$ cat config.mk
export PLATFORM = sky130hd
export DESIGN_NAME = tmfr_fault
export DESIGN_NICKNAME = d
export VERILOG_FILES = /design/src/tmfr_pkg.sv /design/src/tmfr_fault.sv
export SDC_FILE = /design/constraint.sdc
export NUM_CORES = 1
export LEC_CHECK = 0
export ABC_AREA = 1
export BUFFER_PORTS_ARGS = -buffer_cell sky130_fd_sc_hd__buf_4
export CORE_UTILIZATION = 30
export DETAILED_ROUTE_END_ITERATION = 7
export SLEW_MARGIN = 10
export SYNTH_ARGS = -nofsm -noshare
export SYNTH_HDL_FRONTEND = slang
export SYNTH_SLANG_ARGS = --single-unit
$ cat constraint.sdc
create_clock -name i_clk_sys -period 2.4 [get_ports i_clk_sys]
set_input_delay 0.24 -clock i_clk_sys [delete_from_list [all_inputs] [get_ports i_clk_sys]]
set_output_delay 0.24 -clock i_clk_sys [all_outputs]
set_load 0.02 [all_outputs]
$ cat src/tmfr_pkg.sv
// Package for translation-miss fault reporting: vectors, syndrome layout, register offsets.
// Assumes a 64-bit virtual address and region registers supplied by the core.
package tmfr_pkg;
  // Vector offsets
  localparam logic [15:0] VEC_INSTR_MISS = 16'h0400;
  localparam logic [15:0] VEC_DATA_MISS = 16'h0800;
  localparam logic [15:0] VEC_ALT_INSTR = 16'h0c00;
  localparam logic [15:0] VEC_NESTED_DATA = 16'h1400;
  // Syndrome field positions
  localparam int SYN_CODE_LO = 0;
  localparam int SYN_X = 32;
  localparam int SYN_W = 33;
  localparam int SYN_R = 34;
  localparam int SYN_NA = 35;
  localparam int SYN_SP = 36;
  localparam int SYN_RS = 37;
  localparam int SYN_IR = 38;
  localparam int SYN_NI = 39;
  localparam int SYN_EI_LO = 41;
  localparam int SYN_ED = 43;
  // Default translation info field positions
  localparam int DTI_PS_LO = 2;
  localparam int DTI_KEY_LO = 8;
  // Legacy instruction alignment mask (16 bytes)
  localparam logic [63:0] LEGACY_ALIGN_MASK = 64'hffff_ffff_ffff_fff0;
  localparam logic [63:0] LEGACY_ADDR_MASK = 64'h0000_0000_ffff_ffff;
  // Register word indices
  localparam logic [3:0] REG_SYNDROME = 4'h0;
  localparam logic [3:0] REG_FAULT_ADDR = 4'h1;
  localparam logic [3:0] REG_HASHED_ADDR = 4'h2;
  localparam logic [3:0] REG_DEF_TRANS = 4'h3;
  localparam logic [3:0] REG_VECTOR = 4'h4;
  localparam logic [3:0] REG_STATUS = 4'h5;
  // Collection state encoding
  typedef enum logic [1:0] {
    TMFR_IC_OFF = 2'b00,
    TMFR_IC_ON = 2'b01,
    TMFR_IC_FLIGHT = 2'b10
  } tmfr_ic_t;
  // Miss request from the fetch/load-store pipeline
  typedef struct packed {
    logic valid;
    logic is_instr;
    logic legacy;
    logic [63:0] vaddr;
    logic [63:0] hash_addr;
    logic walker_fail;
    logic will_exec;
    logic [1:0] slot;
    logic is_load;
    logic is_store;
    logic is_sema;
    logic is_nonaccess;
    logic [3:0] na_code;
    logic is_stack;
    logic speculative;
  } tmfr_req_t;
  // Region register contents selected by the address
  typedef struct packed {
    logic [23:0] region_id;
    logic [5:0] region_page_size;
    logic walker_en;
  } tmfr_region_t;
endpackage : tmfr_pkg

$ cat src/tmfr_fault.sv
// Translation-miss fault selection and interruption state capture.
// Assumes the pipeline presents one miss request a cycle and the region lookup is combinational.
// Operation
// - Instruction miss with walker enabled but failed goes to vector 0x0400.
// - Data miss with walker failed goes to vector 0x0800.
// - Instruction miss with walker disabled goes to alternate vector 0x0c00.
// - Walker-backed faults load hashed entry address of the faulting reference.
// - Default translation key field gets region id of the selected region.
// - Default page size copies region page size; other fields zero.
// - Instruction fault address is bundle address; legacy aligned to 16, zero-extended.
// - Data fault address is the referenced data address.
// - Walker-backed faults: not_collected 0 if collection on, 1 if in flight.
// - Instruction faults set slot index; legacy forces slot and not_collected zero.
// - Non-access data faults put instruction type in code bits, else zero.
// - Register-stack fill or spill faults always clear exception deferral.
// - Legacy data references zero code, deferral, slot, stack, speculative, non-access.
// - Instruction faults set execute bit 32; data faults report write 33, read 34.
// - Instruction miss needs collection on/in flight, walker, translation on, execute.
// - Data miss needs load/store/semaphore/non-access, data translation, walker enabled.
// - Register-stack references need stack translation on and walker enabled.
// - Data miss only with collection on/in flight, else nested data fault.
// - Alternate native fault: not_collected 0 if collection on, else 1.
// - Alternate instruction fault needs walker disabled and bundle to execute.
// - Walker may fail for many reasons; any failure reports a miss.
//
// Our own choices: the register offsets and the plain strobed port.
`timescale 1ns/1ns
module tmfr_fault (
  // Clock and reset
  input wire logic i_clk_sys,
  input wire logic i_rst_n,
  // Miss request and region lookup
  input wire tmfr_pkg::tmfr_req_t i_req,
  input wire tmfr_pkg::tmfr_region_t i_region,
  // Processor state
  input wire tmfr_pkg::tmfr_ic_t i_collection,
  input wire logic i_instr_translation_on,
  input wire logic i_data_translation_on,
  input wire logic i_stack_translation_on,
  // Register port
  input wire logic [3:0] i_addr,
  input wire logic [63:0] i_wdata,
  input wire logic i_wr,
  input wire logic i_rd,
  output logic [63:0] o_rdata,
  // Fault outputs
  output logic o_fault,
  output logic [15:0] o_vector
);
  // Captured state
  logic [63:0] interruption_syndrome;
  logic [63:0] faulting_address;
  logic [63:0] hashed_entry_address;
  logic [63:0] default_translation_info;
  logic [15:0] vector;
  logic fault;
  logic [63:0] rdata;

  // Enabling conditions
  wire ic_on = (i_collection == tmfr_pkg::TMFR_IC_ON);
  wire ic_flight = (i_collection == tmfr_pkg::TMFR_IC_FLIGHT);
  wire ic_ok = ic_on || ic_flight;
  wire walker = i_region.walker_en;
  wire instr_req = i_req.valid && i_req.is_instr;
  wire d_miss = i_req.valid && !i_req.is_instr;
  wire d_kind = i_req.is_load || i_req.is_store || i_req.is_sema || i_req.is_nonaccess;
  wire instr_walk = instr_req && walker && ic_ok && i_instr_translation_on
    && i_req.will_exec && i_req.walker_fail;
  wire instr_alt = instr_req && !walker && i_req.will_exec;
  wire d_ok_norm = !i_req.is_stack && d_kind && i_data_translation_on;
  wire d_ok_stack = i_req.is_stack && i_stack_translation_on;
  wire data_cand = d_miss && walker && i_req.walker_fail && (d_ok_norm || d_ok_stack);
  wire data_walk = data_cand && ic_ok;
  wire data_nest = data_cand && !ic_ok;
  wire take = instr_walk || instr_alt || data_walk || data_nest;

  // Vector choice
  wire [15:0] next_vector = instr_walk ? tmfr_pkg::VEC_INSTR_MISS :
    instr_alt ? tmfr_pkg::VEC_ALT_INSTR :
    data_walk ? tmfr_pkg::VEC_DATA_MISS :
    tmfr_pkg::VEC_NESTED_DATA;

  // Faulting address
  wire [63:0] legacy_addr = i_req.vaddr & tmfr_pkg::LEGACY_ALIGN_MASK
    & tmfr_pkg::LEGACY_ADDR_MASK;
  wire [63:0] next_fault_addr = (i_req.is_instr && i_req.legacy) ? legacy_addr
    : i_req.vaddr;

  // Default translation info: key and page size only
  wire [63:0] next_dti = (64'(i_region.region_id) << tmfr_pkg::DTI_KEY_LO)
    | (64'(i_region.region_page_size) << tmfr_pkg::DTI_PS_LO);

  // Syndrome assembly
  wire ni_val = instr_alt ? !ic_on : (i_collection == tmfr_pkg::TMFR_IC_FLIGHT);
  wire native = !i_req.legacy;
  logic [63:0] next_syn;
  always_comb begin
    next_syn = 64'h0;
    if (i_req.is_instr) begin
      next_syn[tmfr_pkg::SYN_X] = 1'b1;
      if (native) begin
        next_syn[tmfr_pkg::SYN_EI_LO +: 2] = i_req.slot;
        next_syn[tmfr_pkg::SYN_NI] = ni_val;
      end
    end else begin
      next_syn[tmfr_pkg::SYN_W] = i_req.is_store || i_req.is_sema;
      next_syn[tmfr_pkg::SYN_R] = i_req.is_load || i_req.is_sema;
      next_syn[tmfr_pkg::SYN_NI] = ni_val;
      if (native) begin
        if (i_req.is_nonaccess) begin
          next_syn[tmfr_pkg::SYN_CODE_LO +: 4] = i_req.na_code;
        end
        next_syn[tmfr_pkg::SYN_NA] = i_req.is_nonaccess;
        next_syn[tmfr_pkg::SYN_SP] = i_req.speculative;
        next_syn[tmfr_pkg::SYN_RS] = i_req.is_stack;
        next_syn[tmfr_pkg::SYN_EI_LO +: 2] = i_req.slot;
        next_syn[tmfr_pkg::SYN_ED] = 1'b0;
      end // Legacy leaves all of these zero
    end
  end

  // Register decode
  wire wr_syn = i_wr && (i_addr == tmfr_pkg::REG_SYNDROME);
  wire wr_fa = i_wr && (i_addr == tmfr_pkg::REG_FAULT_ADDR);
  wire wr_ha = i_wr && (i_addr == tmfr_pkg::REG_HASHED_ADDR);
  wire wr_dti = i_wr && (i_addr == tmfr_pkg::REG_DEF_TRANS);
  wire walk_fault = instr_walk || data_walk || data_nest;
  wire [63:0] rd_mux = (i_addr == tmfr_pkg::REG_SYNDROME) ? interruption_syndrome :
    (i_addr == tmfr_pkg::REG_FAULT_ADDR) ? faulting_address :
    (i_addr == tmfr_pkg::REG_HASHED_ADDR) ? hashed_entry_address :
    (i_addr == tmfr_pkg::REG_DEF_TRANS) ? default_translation_info :
    (i_addr == tmfr_pkg::REG_VECTOR) ? 64'(vector) :
    (i_addr == tmfr_pkg::REG_STATUS) ? 64'(fault) : 64'h0;

  // Capture; a fault wins over a software write in the same cycle
  always_ff @(posedge i_clk_sys) begin
    if (!i_rst_n) begin
      interruption_syndrome <= 64'h0;
      faulting_address <= 64'h0;
      hashed_entry_address <= 64'h0;
      default_translation_info <= 64'h0;
      vector <= 16'h0;
      fault <= 1'b0;
      rdata <= 64'h0;
    end else begin
      fault <= take;
      rdata <= i_rd ? rd_mux : 64'h0;
      if (take) begin
        interruption_syndrome <= next_syn;
        faulting_address <= next_fault_addr;
        default_translation_info <= next_dti;
        vector <= next_vector;
      end else begin
        if (wr_syn) interruption_syndrome <= i_wdata;
        if (wr_fa) faulting_address <= i_wdata;
        if (wr_dti) default_translation_info <= i_wdata;
      end
      if (walk_fault) begin
        hashed_entry_address <= i_req.hash_addr;
      end else if (wr_ha) begin
        hashed_entry_address <= i_wdata;
      end
    end
  end

  assign o_rdata = rdata;
  assign o_fault = fault;
  assign o_vector = vector;

  // Checks
  vec_instr_a: assert property (@(posedge i_clk_sys) disable iff (!i_rst_n)
    instr_walk |=> o_fault && o_vector == tmfr_pkg::VEC_INSTR_MISS)
    else $error("instruction miss vector wrong");
  vec_data_a: assert property (@(posedge i_clk_sys) disable iff (!i_rst_n)
    data_walk |=> o_vector == tmfr_pkg::VEC_DATA_MISS)
    else $error("data miss vector wrong");
  vec_alt_a: assert property (@(posedge i_clk_sys) disable iff (!i_rst_n)
    instr_alt |=> o_vector == tmfr_pkg::VEC_ALT_INSTR)
    else $error("alternate vector wrong");
  hash_load_a: assert property (@(posedge i_clk_sys) disable iff (!i_rst_n)
    walk_fault |=> hashed_entry_address == $past(i_req.hash_addr))
    else $error("hashed address not loaded");
  dti_key_a: assert property (@(posedge i_clk_sys) disable iff (!i_rst_n)
    take |=> default_translation_info[tmfr_pkg::DTI_KEY_LO +: 24] == $past(i_region.region_id))
    else $error("key field wrong");
  exec_bit_a: assert property (@(posedge i_clk_sys) disable iff (!i_rst_n)
    take |=> interruption_syndrome[tmfr_pkg::SYN_X] == $past(i_req.is_instr))
    else $error("execute bit wrong");
  legacy_addr_a: assert property (@(posedge i_clk_sys) disable iff (!i_rst_n)
    (take && i_req.is_instr && i_req.legacy) |=> faulting_address[3:0] == 4'h0
      && faulting_address[63:32] == 32'h0)
    else $error("legacy address not aligned");
  ni_flight_a: assert property (@(posedge i_clk_sys) disable iff (!i_rst_n)
    (walk_fault && native && i_collection == tmfr_pkg::TMFR_IC_FLIGHT)
      |=> interruption_syndrome[tmfr_pkg::SYN_NI])
    else $error("not collected bit wrong");
  legacy_data_a: assert property (@(posedge i_clk_sys) disable iff (!i_rst_n)
    (take && !i_req.is_instr && i_req.legacy)
      |=> interruption_syndrome[tmfr_pkg::SYN_ED:tmfr_pkg::SYN_NI + 1] == 4'h0
      && interruption_syndrome[tmfr_pkg::SYN_NI - 1:tmfr_pkg::SYN_NA] == 4'h0
      && interruption_syndrome[tmfr_pkg::SYN_CODE_LO +: 4] == 4'h0)
    else $error("legacy data syndrome not clear");
  nested_a: assert property (@(posedge i_clk_sys) disable iff (!i_rst_n)
    (data_cand && i_collection == tmfr_pkg::TMFR_IC_OFF)
      |=> o_vector == tmfr_pkg::VEC_NESTED_DATA)
    else $error("nested fault not taken");
  cov_instr_c: cover property (@(posedge i_clk_sys) instr_walk);
  cov_alt_c: cover property (@(posedge i_clk_sys) instr_alt);
  cov_data_c: cover property (@(posedge i_clk_sys) data_walk && i_req.is_nonaccess);
  cov_nest_c: cover property (@(posedge i_clk_sys) data_nest);
endmodule : tmfr_fault

Yosys cells after proc, flatten, opt, wreduce, memory -nomap -nowiden. Index checks and enable logic that the tools add are counted.

Bitwise gates (word level): 2. Mux-type cells: 31. Reductions and logical operators: 46. Equal/unequal tests: 7.

Operators by type and width (number): 2-to-1 mux 64 bit (11); 2-to-1 mux 44 bit (2); 2-to-1 mux 13 bit (3); bitwise OR 32 x 8 -> 32 bit (1); logical AND 1 bit (22); 2-to-1 mux 16 bit (1); logical OR 1 bit (12); 2-to-1 mux 4 bit (3); equality test 4 x 2 -> 1 bit (second input constant) (2); equality test 4 x 3 -> 1 bit (second input constant) (2); nonzero test 2 bit (4); 2-to-1 mux 1 bit (6); 2-to-1 mux 2 bit (3); logical NOT 1 bit (5); 2-to-1 mux 5 bit (1); equality test 4 x 1 -> 1 bit (second input constant) (1); logical NOT 4 bit (1); 2-to-1 mux 3 bit (1); equality test 2 x 1 -> 1 bit (second input constant) (1); equality test 2 bit (second input constant) (1); AND reduction 2 bit (1); OR reduction 2 bit (1); inverter 1 bit (1).

Output and inout port bits: 81. Input port bits: 253. Bits in registers: 337.

Depth between registers and ports, before layout.
Depth in word-level cells: 11. Mapped depth: 14.

Worst setup path after synthesis. OpenSTA, ideal clock, no wires.

Kind: input port to flip-flop. From: in i_collection[0]. To: reg faulting_address[48]. Required time: 2.283 ns. Path slack: 0.687 ns. Stages on the path: 13. Data arrival time: 1.596 ns. Cell sequence: inv_1 ha_1 inv_1 nand2_1 nor2_1 o21bai_1 buf_4 nand2_4 inv_2 clkbuf_1 nor2_1 nor2_1 nor2_1.

Cells in the longest elaborated chain, start to end: 10. Elaborated cells on any way between the ends: 15.

RTL lines: from (decl) (RTL line tmfr_fault.sv:36) `input wire tmfr_pkg::tmfr_ic_t i_collection,`; equality test 2 x 1 -> 1 bit / equality test 2 bit (equally long branches) (RTL line tmfr_fault.sv:60, tmfr_fault.sv:61); logical OR 1 bit * (RTL line tmfr_fault.sv:62) `wire ic_ok = ic_on || ic_flight;`; logical AND 1 bit (2 in a row) (RTL line tmfr_fault.sv:67) `wire instr_walk = instr_req && walker && ic_ok && i_instr_translation_on`; logical AND 1 bit (2 in a row) (RTL line tmfr_fault.sv:68) `&& i_req.will_exec && i_req.walker_fail;`; logical OR 1 bit (2 in a row) (RTL line tmfr_fault.sv:75) `wire take = instr_walk || instr_alt || data_walk || data_nest;`; logical OR 1 bit * (RTL line tmfr_fault.sv:75); 2-to-1 mux 64 bit / nonzero test 2 bit (equally long branches); to (signal assigned) (RTL line tmfr_fault.sv:150) `faulting_address <= next_fault_addr;`; to (signal assigned) (RTL line tmfr_fault.sv:155) `if (wr_fa) faulting_address <= i_wdata;`; to (decl) (RTL line tmfr_fault.sv:52) `logic [63:0] faulting_address;`.

Mark *: on every way between the ends. The rest lies on a longest branch, timed or not. A chain may end at the register's enable or synchronous reset.

Worst setup path after layout.
From: in i_rst_n. To: reg rdata[20] (netlist: o_rdata[20]).

Cells in the longest elaborated chain, start to end: 1.

RTL lines: from (decl) (RTL line tmfr_fault.sv:31) `input wire logic i_rst_n,`; AND reduction 2 bit (no source line); to (signal assigned) (RTL line tmfr_fault.sv:147) `rdata <= i_rd ? rd_mux : 64'h0;`; to (decl) (RTL line tmfr_fault.sv:57) `logic [63:0] rdata;`.

Every way passes these cells.

==> results.md <==
- Status: complete, no violations
- Post-CTS setup buffers: 0
- Crit path max fanout: 36
- Seq/Total Area, Yosys: 41.7%
- Pre-antenna DRT Iters: 6
- Critical Path AT: 2120 ps
- Final core occ: 41.4%
- FF-to-FF path depth: 4
- Cells on Worst Hold Path: 5
- Die ar.: 0.0528 mm²
- Core footprint: 0.0513 mm²
- Worst hold start: i_req[87]
- Total power: 13,100 µW
- Netlist cell types: 26
- Final setup viols: 0
- Min-Delay Path Class: input pin to register
- Skew-Pair Late Insertion Delay: 550 ps
- Synthesized area: 0.0156 mm²
- Chip height: 230 µm
- Worst Tran Pin Value: 927 ps
- Clock skew: 21.7 ps
- Unrepaired setup endpoints after global routing: false
- Hold_ws: 26.0 ps
- Final GP Congestion: 0.849
- CTS root buf: clkbuf_16
- Lkg Pwr: 0.00930 µW
- Required time of the worst setup path: 2830 ps
- Worst Hold End: faulting_address[9]$_SDFFE_PN0P_
- Reg-to-Reg Start: hashed_entry_address[61]$_SDFFE_PN0P_
- Design area: 0.0212 mm²
- Placed cell area: 0.0187 mm²
- Terminus of the critical flop-to-flop path: o_rdata[61]$_SDFF_PN0_
- Share of cells above drive strength 1: 17.0%
- # fillers: 5,330
- Vias: 17,500
- Flops & latches, synth: 324
- Number of global-route vias before repair: 17,000
- Cells after Synth: 2,339
- Clk buf depth: 3
- Number of antenna-violating nets in the routed design: 0
- Starting density of the core: 30.3%
- Met1 WL: 26,900 µm
- Routed WL: 64,000 µm
- Setup CP Type: input pin to register
- Area grow syn2layout: 36.3%
- WL/cell: 18.8 µm
- Avg Inst Size Synth: 6.65 µm²
- DR WL met2: 30,600 µm
- First-pass GRT wire length: 98,000 µm
- Largest net degree at the start of global routing: 104
- Clock Pin Slew Worst Setup and Hold Paths: 60 ps
- Grt total ovfl: 0
- Clock sink total: 324
- FMAX: 0.592 GHz
- Area of the multi-input gates: 0.00740 mm²
- Nets: 2,957
- Crit start category: input pin
- Slew Limit Fails: 0
- Gr usage total: 23.7%
- Initial DRC count: 1,635
- Peak supply drop: 0.326 mV
- R2R Setup Slk: 1400 ps
- Post-Route Setup TNS: 0 ps
- CTS tree: built
- Max cap viols: 0
- FP Rows: 83
- Uppermost layer routed: met4
- CTS HTree Levels: 2
- Die boundary width: 230 µm
- Crit path time final: 1690 ps
- Period utilisation layout: 70.4%
- CTS Buf Count: 39
- PwrDens: 617 mW/mm²
- PortBufs: 320
- DR vias/cell: 5.12
- Ys Warns: 0
- Initial antenna violation count: 1
- Crit path capture type: register
- I/O Pins: 334
- Routed wl met3: 4180 µm
- Max-slew headroom at the worst pin: 38.2%
- Hold Fails Final Rpt: 0
- HPWL Detailed: 41,900 µm
- Seq. cell area: 0.00649 mm²
- DRC: 0
==> logic make-up after synthesis <==
group	count (synthesis)	synth area share (%)
AO/OA/AOI/OAI	282	10.2
buffers and inverters	431	11.6
AND/OR/NAND/NOR	1299	36.4
adder cells (fa/ha/maj)	2	0.161
flip-flops	324	41.7
other	1	0.0241
==> cells in the mapped netlist <==
cell	n	area, µm²
clkbuf_1	97	364
dfxtp_1	324	6490
nand2_2	1	6.26
ha_1	2	25.0
nand2_1	639	2400
nand2_4	1	11.3
buf_6	3	33.8
o22ai_1	1	6.26
clkinv_1	1	3.75
buf_4	24	180
nor3_1	39	195
a41oi_1	45	394
nand4_1	173	1080
buf_1	19	71.3
conb_1	1	3.75
nand3_1	218	1090
o21bai_1	1	7.51
nor2_1	224	841
buf_2	62	310
or2_4	1	8.76
inv_2	7	26.3
a21oi_1	161	806
nor2_4	1	11.3
o21ai_0	74	370
inv_1	218	818
nor2_2	2	12.5
==> placed cells by master (no fill, tap or decap) <==
cell type      netlist  layout
bufinv_16            0       1
clkbuf_1            97       9
inv_2                7      10
clkbuf_16            0      41
nand4_1            173     173
conb_1               1      13
clkinv_4             0       1
nand2_8              0       1
nand2_2              1       1
o21ai_0             74      74
nand2_4              1       4
nor2_1             224     223
a21oi_1            161     161
nor3_1              39      39
ha_1                 2       2
dfxtp_1            324     324
inv_1              218     216
nand3_4              0       1
buf_4               24     370
nor2_4               1       4
buf_12               0      14
clkbuf_8             0      11
clkinv_2             0       1
dlygate4sd3_1        0     130
or2_4                1       1
diode_2              0       2
nand3_1            218     217
o21bai_4             0       1
o22ai_1              1       1
buf_6                3       1
nand2_1            639     635
a41oi_1             45      45
clkinvlp_4           0       1
==> through the flow <==
step | setup WS [ps] | instances
floorplan | 687 | 2351
global placement | 209 | 3211
detailed placement | 199 | 3211
CTS | 758 | 3406
global route | 617 | 3407
finish | 712 | 3408
==> worst max-delay path by stage <==
stage / start / endpoint / slack, ps
after floorplan: i_collection[0] / faulting_address[48]$_SDFFE_PN0P_ / 690
after global placement: i_collection[0] / hashed_entry_address[57]$_SDFFE_PN0P_ / 210
after detailed placement: i_collection[0] / hashed_entry_address[57]$_SDFFE_PN0P_ / 200
after CTS: i_rst_n / o_rdata[20]$_SDFF_PN0_ / 760
after global routing: i_collection[0] / hashed_entry_address[29]$_SDFFE_PN0P_ / 620
final: i_rst_n / o_rdata[20]$_SDFF_PN0_ / 710
==> sequential cells by signal, summed over array words and instances, names as in the netlist <==
register / cells
default_translation_info: 64
faulting_address: 64
hashed_entry_address: 64
interruption_syndrome: 64
o_fault: 1
o_rdata: 64
o_vector: 3
==> per-layer routing <==
metal | vias to the layer above | global-route usage, %
li1 | 8339 | -
met1 | 8197 | 30.0
met2 | 770 | 40.4
met3 | 146 | 3.10
met4 | 0 | 9.71
met5 | - | 0
==> where the power goes <==
part           total (µW)  switching (µW)  internal (µW)
Combinational        1570             883            691
Clock                5910            2360           3550
Sequential           5610            79.6           5540
Total               13100            3320           9780
==> critical path: stages <==
cell	delay [ps]
dlygate4sd3_1	550
buf_6	240
nand2_4	380
buf_4	360
a41oi_1	330
==> timing repair <==
item,in CTS,in global routing
gates resized for setup,0,0
hold endpoints to repair,149,0
hold buffers,130,0
==> area by class of cell <==
cell class	count	share of cell area, %
repair buffers	515	20.6
flip-flops and latches	324	30.6
well taps	680	4.01
clock inverters	4	0.242
multi-input cells	1596	34.9
clock buffers	61	5.71
diodes	2	0.0236
inverters	226	4.00
Note: power is estimated with default switching activity, not from simulation.
